[config.mk]
export PLATFORM = sky130hd
export DESIGN_NAME = perf_monitor_counters
export DESIGN_NICKNAME = d
export VERILOG_FILES = /design/src/include/perf_monitor_pkg.sv /design/src/logic/perf_monitor_counters.sv
export SDC_FILE = /design/constraint.sdc
export NUM_CORES = 1
export LEC_CHECK = 0
export ABC_AREA = 0
export BUFFER_PORTS_ARGS = -buffer_cell sky130_fd_sc_hd__buf_2
export CELL_PAD_IN_SITES_DETAIL_PLACEMENT = 1
export CELL_PAD_IN_SITES_GLOBAL_PLACEMENT = 1
export CORE_ASPECT_RATIO = 1.4
export CORE_MARGIN = 1.5
export CORE_UTILIZATION = 40
export DETAILED_ROUTE_END_ITERATION = 10
export PLACE_DENSITY = 0.72
export SYNTH_ARGS = -nofsm -noshare
export SYNTH_HDL_FRONTEND = slang
export SYNTH_SLANG_ARGS = --single-unit
[constraint.sdc]
create_clock -name i_clk_sys -period 20 [get_ports i_clk_sys]
set_input_delay 2 -clock i_clk_sys [delete_from_list [all_inputs] [get_ports i_clk_sys]]
set_output_delay 2 -clock i_clk_sys [all_outputs]
set_load 0.005 [all_outputs]
[src/include/perf_monitor_pkg.sv]
`default_nettype none

package perf_monitor_pkg;

  // Register offsets on the 8-bit host address bus.
  localparam logic [7:0] LINE_VIOL_CNT_HI_ADDR = 8'h50;
  localparam logic [7:0] LINE_VIOL_CNT_LO_ADDR = 8'h51;
  localparam logic [7:0] PPB_CNT_HI_ADDR = 8'h58;
  localparam logic [7:0] PPB_CNT_LO_ADDR = 8'h59;
  localparam logic [7:0] HOLD_ADDR = 8'h6c;
  localparam logic [7:0] SEC_STATUS_ADDR = 8'h6d;
  localparam logic [7:0] SEC_LINE_VIOL_HI_ADDR = 8'h6e;
  localparam logic [7:0] SEC_LINE_VIOL_LO_ADDR = 8'h6f;
  localparam logic [7:0] SEC_PAR_HI_ADDR = 8'h70;
  localparam logic [7:0] SEC_PAR_LO_ADDR = 8'h71;

  // Field positions inside the one-second status register.
  localparam int ERRORED_SEC_BIT = 1;
  localparam int SEVERE_SEC_BIT = 0;

  // Reset values.
  localparam logic [15:0] COUNT_RESET = 16'h0000;
  localparam logic [7:0] BYTE_RESET = 8'h00;

  // Framing formats selected by the receive framer configuration.
  typedef enum logic [1:0] {
    FMT_DS3_CBIT = 2'h0,
    FMT_DS3_M13 = 2'h1,
    FMT_E3_G751 = 2'h2,
    FMT_E3_G832 = 2'h3
  } framing_fmt_t;

  // One-second interval, in nanoseconds, and its cycle count at 100 MHz.
  localparam longint SECOND_NS = 1000000000;
  localparam longint CLK_PERIOD_NS = 10;
  localparam int SECOND_CYCLES = int'(SECOND_NS / CLK_PERIOD_NS);

  // Severe threshold is one error in this many observed bits.
  localparam int SEVERE_RATIO = 1000;

endpackage

`default_nettype wire

[src/logic/perf_monitor_counters.sv]
`timescale 1ns/1ps
`default_nettype none

module perf_monitor_counters #(
  parameter int SECOND_CYCLES = perf_monitor_pkg::SECOND_CYCLES
) (
  // Clock and reset.
  input wire logic i_clk_sys,
  input wire logic i_rst,
  // Host register port: one-cycle read strobe with address.
  input wire logic i_rd_stb,
  input wire logic [7:0] i_addr,
  // Host read data, three-state bus split into data and enable.
  output logic [7:0] o_data,
  output logic o_data_oe,
  // Channel configuration.
  input wire logic [1:0] i_framing_fmt,
  // Error events from the receive framer, one-cycle pulses.
  input wire logic i_line_code_violation,
  input wire logic i_path_parity_bit_err,
  input wire logic i_frame_parity_err,
  // Bit-time strobe, one pulse per received bit, for the error rate.
  input wire logic i_bit_stb
);

  // Width of the one-second divider.
  localparam int SW = $clog2(SECOND_CYCLES + 1);

  // Saturating increment so a long interval never wraps to a small count.
  function automatic logic [15:0] bump(input logic [15:0] v, input logic ev);
    bump = (ev && v != 16'hffff) ? v + 16'h0001 : v;
  endfunction

  // Read-clear path parity error count since the last read.
  logic [15:0] ppb_cnt_q, ppb_cnt_d;
  // Read-clear line violation count since the last read.
  logic [15:0] viol_cnt_q, viol_cnt_d;
  // Holding byte: the unread half of the last counter read.
  logic [7:0] hold_q, hold_d;
  // Running line violation count of the current interval.
  logic [15:0] run_viol_q, run_viol_d;
  // Running frame parity count of the current interval.
  logic [15:0] run_par_q, run_par_d;
  // Running count of errored cycles, the numerator of the rate.
  logic [15:0] run_err_q, run_err_d;
  // Running count of received bits, the denominator of the rate.
  // It is wide so a full second of line bits never overflows it.
  logic [31:0] run_bits_q, run_bits_d;
  // Published line violation count of the last interval.
  logic [15:0] sec_viol_q, sec_viol_d;
  // Published frame parity count of the last interval.
  logic [15:0] sec_par_q, sec_par_d;
  // Errored second flag.
  logic es_q, es_d;
  // Severely errored second flag.
  logic ses_q, ses_d;
  // One-second divider.
  logic [SW-1:0] tick_q, tick_d;
  // Registered read data and bus drive enable.
  logic [7:0] data_q, data_d;
  logic oe_q, oe_d;
  // Per-cycle helpers.
  // High in the last cycle of each interval.
  logic second_end;
  // Path parity event after the framing gate.
  logic ppb_ev;
  // Any counted error in this cycle.
  logic any_err;

  // Derived event terms.
  always_comb begin
    // Only C-bit parity framing carries path parity bits.
    ppb_ev = i_path_parity_bit_err &&
      (i_framing_fmt == perf_monitor_pkg::FMT_DS3_CBIT);
    // The framer reports the frame parity type of the active format.
    any_err = i_line_code_violation | ppb_ev | i_frame_parity_err;
    // The interval closes on its last cycle so that cycle's events still count.
    second_end = (tick_q == SW'(SECOND_CYCLES - 1));
  end

  // Next-state logic for counters, holding byte and read data.
  always_comb begin
    ppb_cnt_d = bump(ppb_cnt_q, ppb_ev);
    viol_cnt_d = bump(viol_cnt_q, i_line_code_violation);
    hold_d = hold_q;
    data_d = data_q;
    oe_d = 1'b0;
    tick_d = second_end ? '0 : tick_q + SW'(1);
    // Running event counts saturate, as a full second can exceed their 16-bit range; the bit count wraps.
    run_viol_d = bump(run_viol_q, i_line_code_violation);
    run_par_d = bump(run_par_q, i_frame_parity_err);
    run_err_d = bump(run_err_q, any_err);
    run_bits_d = run_bits_q + (i_bit_stb ? 32'h1 : 32'h0);
    sec_viol_d = sec_viol_q;
    sec_par_d = sec_par_q;
    es_d = es_q;
    ses_d = ses_q;
    if (second_end) begin
      // Publish the interval and start the next one from zero.
      sec_viol_d = run_viol_d;
      sec_par_d = run_par_d;
      es_d = (run_err_d != 16'h0000);
      // Rate above 1/1000 means errors times 1000 exceed bits seen.
      ses_d = (32'(run_err_d) * 32'(perf_monitor_pkg::SEVERE_RATIO)) >
        run_bits_d;
      run_viol_d = perf_monitor_pkg::COUNT_RESET;
      run_par_d = perf_monitor_pkg::COUNT_RESET;
      run_err_d = perf_monitor_pkg::COUNT_RESET;
      run_bits_d = 32'h0;
    end
    if (i_rd_stb) begin
      oe_d = 1'b1;
      case (i_addr)
        // A first byte read clears the counter; an event in the same
        // cycle starts the new count so it is not lost.
        perf_monitor_pkg::PPB_CNT_HI_ADDR: begin
          data_d = ppb_cnt_q[15:8];
          hold_d = ppb_cnt_q[7:0];
          ppb_cnt_d = {15'h0000, ppb_ev};
        end
        perf_monitor_pkg::PPB_CNT_LO_ADDR: begin
          data_d = ppb_cnt_q[7:0];
          hold_d = ppb_cnt_q[15:8];
          ppb_cnt_d = {15'h0000, ppb_ev};
        end
        // The line violation counter pairs with the same holding byte.
        perf_monitor_pkg::LINE_VIOL_CNT_HI_ADDR: begin
          data_d = viol_cnt_q[15:8];
          hold_d = viol_cnt_q[7:0];
          viol_cnt_d = {15'h0000, i_line_code_violation};
        end
        perf_monitor_pkg::LINE_VIOL_CNT_LO_ADDR: begin
          data_d = viol_cnt_q[7:0];
          hold_d = viol_cnt_q[15:8];
          viol_cnt_d = {15'h0000, i_line_code_violation};
        end
        // Second access of the pair returns the stored byte, then clears.
        perf_monitor_pkg::HOLD_ADDR: begin
          data_d = hold_q;
          hold_d = perf_monitor_pkg::BYTE_RESET;
        end
        // Status and accumulators are read-only and have no read side effect.
        perf_monitor_pkg::SEC_STATUS_ADDR: begin
          data_d = 8'h00;
          data_d[perf_monitor_pkg::ERRORED_SEC_BIT] = es_q;
          data_d[perf_monitor_pkg::SEVERE_SEC_BIT] = ses_q;
        end
        perf_monitor_pkg::SEC_LINE_VIOL_HI_ADDR: begin
          data_d = sec_viol_q[15:8];
        end
        perf_monitor_pkg::SEC_LINE_VIOL_LO_ADDR: begin
          data_d = sec_viol_q[7:0];
        end
        perf_monitor_pkg::SEC_PAR_HI_ADDR: begin
          data_d = sec_par_q[15:8];
        end
        perf_monitor_pkg::SEC_PAR_LO_ADDR: begin
          data_d = sec_par_q[7:0];
        end
        // Unmapped addresses read as zero.
        default: begin
          data_d = 8'h00;
        end
      endcase
    end
  end

  // Register stage; every register clears to zero.
  always_ff @(posedge i_clk_sys) begin
    if (i_rst) begin
      ppb_cnt_q <= perf_monitor_pkg::COUNT_RESET;
      viol_cnt_q <= perf_monitor_pkg::COUNT_RESET;
      hold_q <= perf_monitor_pkg::BYTE_RESET;
      run_viol_q <= perf_monitor_pkg::COUNT_RESET;
      run_par_q <= perf_monitor_pkg::COUNT_RESET;
      run_err_q <= perf_monitor_pkg::COUNT_RESET;
      run_bits_q <= 32'h0;
      sec_viol_q <= perf_monitor_pkg::COUNT_RESET;
      sec_par_q <= perf_monitor_pkg::COUNT_RESET;
      es_q <= 1'b0;
      ses_q <= 1'b0;
      tick_q <= '0;
      data_q <= perf_monitor_pkg::BYTE_RESET;
      oe_q <= 1'b0;
    end else begin
      ppb_cnt_q <= ppb_cnt_d;
      viol_cnt_q <= viol_cnt_d;
      hold_q <= hold_d;
      run_viol_q <= run_viol_d;
      run_par_q <= run_par_d;
      run_err_q <= run_err_d;
      run_bits_q <= run_bits_d;
      sec_viol_q <= sec_viol_d;
      sec_par_q <= sec_par_d;
      es_q <= es_d;
      ses_q <= ses_d;
      tick_q <= tick_d;
      data_q <= data_d;
      oe_q <= oe_d;
    end
  end

  // Read data comes from flip-flops; the bus is driven for one cycle.
  assign o_data = data_q;
  assign o_data_oe = oe_q;

endmodule

`default_nettype wire

==> summary.txt <==
Synthesis
  • Synth area leader: dfxtp_1
  • Post-synth top area share: 30.4%
  • Synth warnings: 0
  • Main flop type after synthesis: dfxtp_1
  • XOR/XNOR Fraction of Synth Area: 10.9%
  • Post-Synth Simple-Gate Area: 23.4%
  • Register area share after synthesis: 30.4%
  • Synth top area cells: dfxtp_1 (30%), ha_1 (8.3%), fa_1 (7.5%)
  • EDFF count, synth: 0
  • Post-Syn Area: 12500 sq um
  • #FFs+latches synth: 190
  • Synth Area in Adders: 16.0%
  • Post-synth ARST share: 0%
  • Largest family of logic cells by synthesized area: simple AND/OR/NAND/NOR gates
  • Mux contribution to synthesized area: 3.14%
  • Compound-gate portion of the synthesized area: 11.6%
  • Mean Syn Cell Area: 8.52 sq um
  • Number of library cell types mapped by synthesis: 76
  • Syn_nets: 1617
  • Post-synthesis cell count: 1470

Pwr
  • PD cells: 62.3 nW/um^2
  • Reg power frac: 45.4%
  • Worst vdd ir: 0.0495 mV
  • Switching Fraction: 27.8%
  • Sw power: 236 uW
  • Leak: 5.31 nW
  • Combinational group share of total power: 14.4%
  • Int Pwr: 611 uW
  • Clk pwr share: 40.2%

Finish
  • Final #Nets: 1615
  • Commonest non-fill, non-tap cells in the layout: nor2_1 (233), dfxtp_1 (190), inv_1 (89)
  • Commonest non-fill, non-tap cell in the layout: nor2_1
  • # diodes: 0
  • Layout area overhead: 8.66%
  • Layout cell share with drive strength beyond 1: 7.56%
  • # fillers: 3704

Placement
  • Post-placement setup slack: 10.34 ns
  • I/O Buffers: 25
  • RD Place Congestion: 0.823
  • Placed wire-length estimate: 24.8 mm

Setup path
  • Worst-path maximum fanout: 12
  • WS Path Type: in2reg
  • Worst flop-to-flop path endpoint: ses_q
  • Worst r2r path cells: 28
  • R2R Path Start: run_err_q[2]
  • Max incr delay on CP: 0.82 ns
  • Critical path required time: 20.33 ns
  • Crit path to: ses_q
  • CP endpoint kind: register
  • Crit. Startpoint: i_framing_fmt[1]
  • CP arrival: 9.44 ns
  • Cell repeated most along the worst path: inv_1
  • R2r setup slk: 12.28 ns
  • Worst path slowest cell: a2111oi_0
  • Startpoint Class: input pin

Clock tree
  • H-tree depth: 4
  • Clock root cell: clkbuf_16
  • CTS Hold Buffers Added: 0
  • CTS Buffer Depth: 2
  • Post-CTS Setup Inserts: 0
  • CTS tree: done
  • Worst-Skew Late Latency: 0.45 ns
  • Num CTS Buffers: 17
  • CTS clk-pin slew, worst paths: 0.08 ns
  • TritonCTS Sinks: 190
  • Post-CTS sizing: 0

Die
  • Top Ports: 26
  • Die area: 32400 sq um
  • Die H: 212 microns
  • Die X: 153 microns
  • Initial core utilization: 40.6%
  • CORE AREA: 30800 sq um
  • Row count: 76

Routing
  • DRT Pass-1 Iters: 4
  • Post-DR vias/cell: 5.54
  • Antenna viol nets, final: 0
  • Routed length per instance: 17.2 microns
  • Number of DRC markers in iteration 0: 357
  • Via count: 10400
  • Residual DRC count: 0
  • Routed WL: 32.1 mm

Timing
  • Hold_ws: 0.467 ns
  • Slew headroom: 28.9%
  • Fmax: 0.110 GHz
  • Setup_tns: 0 ns
  • Max-slew violation count: 0
  • Setup violators final: 0
  • Slack of the critical path: 10.89 ns
  • Fin. Hold Viols: 0
  • RSZ-0062 raised after global routing: no
  • Setup Skew: 0.0102 ns
  • Final Cycle Share: 45.5%
  • Shortest period the worst path allows: 9.11 ns
  • Slew @ Worst Pin: 1.06 ns

Global routing
  • Grt ovf: 0
  • Vias in the first global route: 11000
  • First-pass GRT wire length: 53.8 mm
  • GRT Total Usage: 20.6%
  • Initial antenna violation count: 0
  • Largest net degree at the start of global routing: 81

Min path
  • HP Class: reg2reg

Run
  • Max_cap viols: 0

Run status
  • Outcome: finished, final reports clean
-- logic make-up after synthesis --
logic type	Yosys count
AO/OA/AOI/OAI	216
XOR/XNOR	152
adder cells (fa/ha/maj)	132
buffers and inverters	151
flip-flops	190
multiplexers	37
AND/OR/NAND/NOR	592
-- power groups by stage --
stage	clock network (mW)	logic, mW	registers, mW
floorplan	0	0.0936	0.392
global placement	0	0.118	0.393
detailed placement	0	0.123	0.394
CTS	0.351	0.124	0.385
global route	0.365	0.143	0.385
finish	0.341	0.122	0.385
-- area by class of cell --
cell class | count | area, sq um | area share [%]
Sequential cell | 190 | 3800 | 28.0
Tap cell | 390 | 488 | 3.59
Clock buffer | 19 | 453 | 3.33
Clock inverter | 13 | 133 | 0.975
Timing Repair Buffer | 37 | 215 | 1.58
Multi-Input combinational cell | 1129 | 8160 | 60.0
Inverter | 93 | 349 | 2.57
-- state kept, by name, indices dropped and copies added, names as in the netlist --
signal      cells
run_bits_q     32
tick_q         27
ppb_cnt_q      16
run_err_q      16
run_par_q      16
run_viol_q     16
sec_par_q      16
sec_viol_q     16
viol_cnt_q     16
hold_q          8
o_data          8
es_q            1
o_data_oe       1
ses_q           1
-- how the worst min path moves through the flow --
stage	from	endpoint	slack, ns	cells after the start
6_report	tick_q[0]	tick_q[0]	0.47	1
2_1_floorplan	ses_q	ses_q	0.42	2
3_5_place_dp	tick_q[0]	tick_q[0]	0.46	1
4_1_cts	tick_q[0]	tick_q[0]	0.47	1
5_1_grt	o_data[0]	o_data[0]	0.50	2
3_3_place_gp	tick_q[0]	tick_q[0]	0.45	1
-- synthesized netlist by cell type, types with 4 or more instances --
master and count:
nor4_1 9, o21ai_0 34, o31ai_1 4, or2_2 6
a211oi_1 49, a21o_1 4, and3_1 23, nand2b_1 15
o41ai_1 4, nand2_1 85, o21a_1 9, xnor2_1 72
nand3_1 72, xor2_1 77, mux2_2 15, a32oi_1 8
dfxtp_1 190, nand4_1 39, a21oi_1 57, o211ai_1 5
ha_1 83, inv_1 89, and2_1 9, buf_2 5
fa_1 47, or3_1 10, clkbuf_1 50, mux2i_1 21
nor3_1 28, and4_1 15, nor3b_1 9, nand3b_1 5
a22oi_1 13, nor2_1 233, nor2b_1 14
-- through the flow --
step,cells,util (%),power [mW],area (sq um)
after global routing,1871,44.2,0.893,13600
after global placement,1839,42.3,0.511,13000
after detailed placement,1839,42.3,0.517,13000
after CTS,1871,44.2,0.860,13600
final,1871,44.2,0.847,13600
after floorplan,1470,-,0.486,12500
-- critical path: cells and delay by family --
family | cells | cell delay, ns
AND/OR/NAND/NOR | 9 | 1.87
AO/OA/AOI/OAI | 7 | 1.90
buffers and inverters | 6 | 0.56
adder cells (fa/ha/maj) | 6 | 2.69
XOR/XNOR | 1 | 0.40
-- per-layer routing --
metal / track usage, % / up-vias / routed length [microns]
met3: 2.49 / 52 / 725
met4: 8.59 / 0 / 952
met5: 0 / - / 0
met2: 41.2 / 122 / 17900
li1: - / 5096 / -
met1: 21.4 / 5088 / 12500
Power figures use the tool's default switching activity.
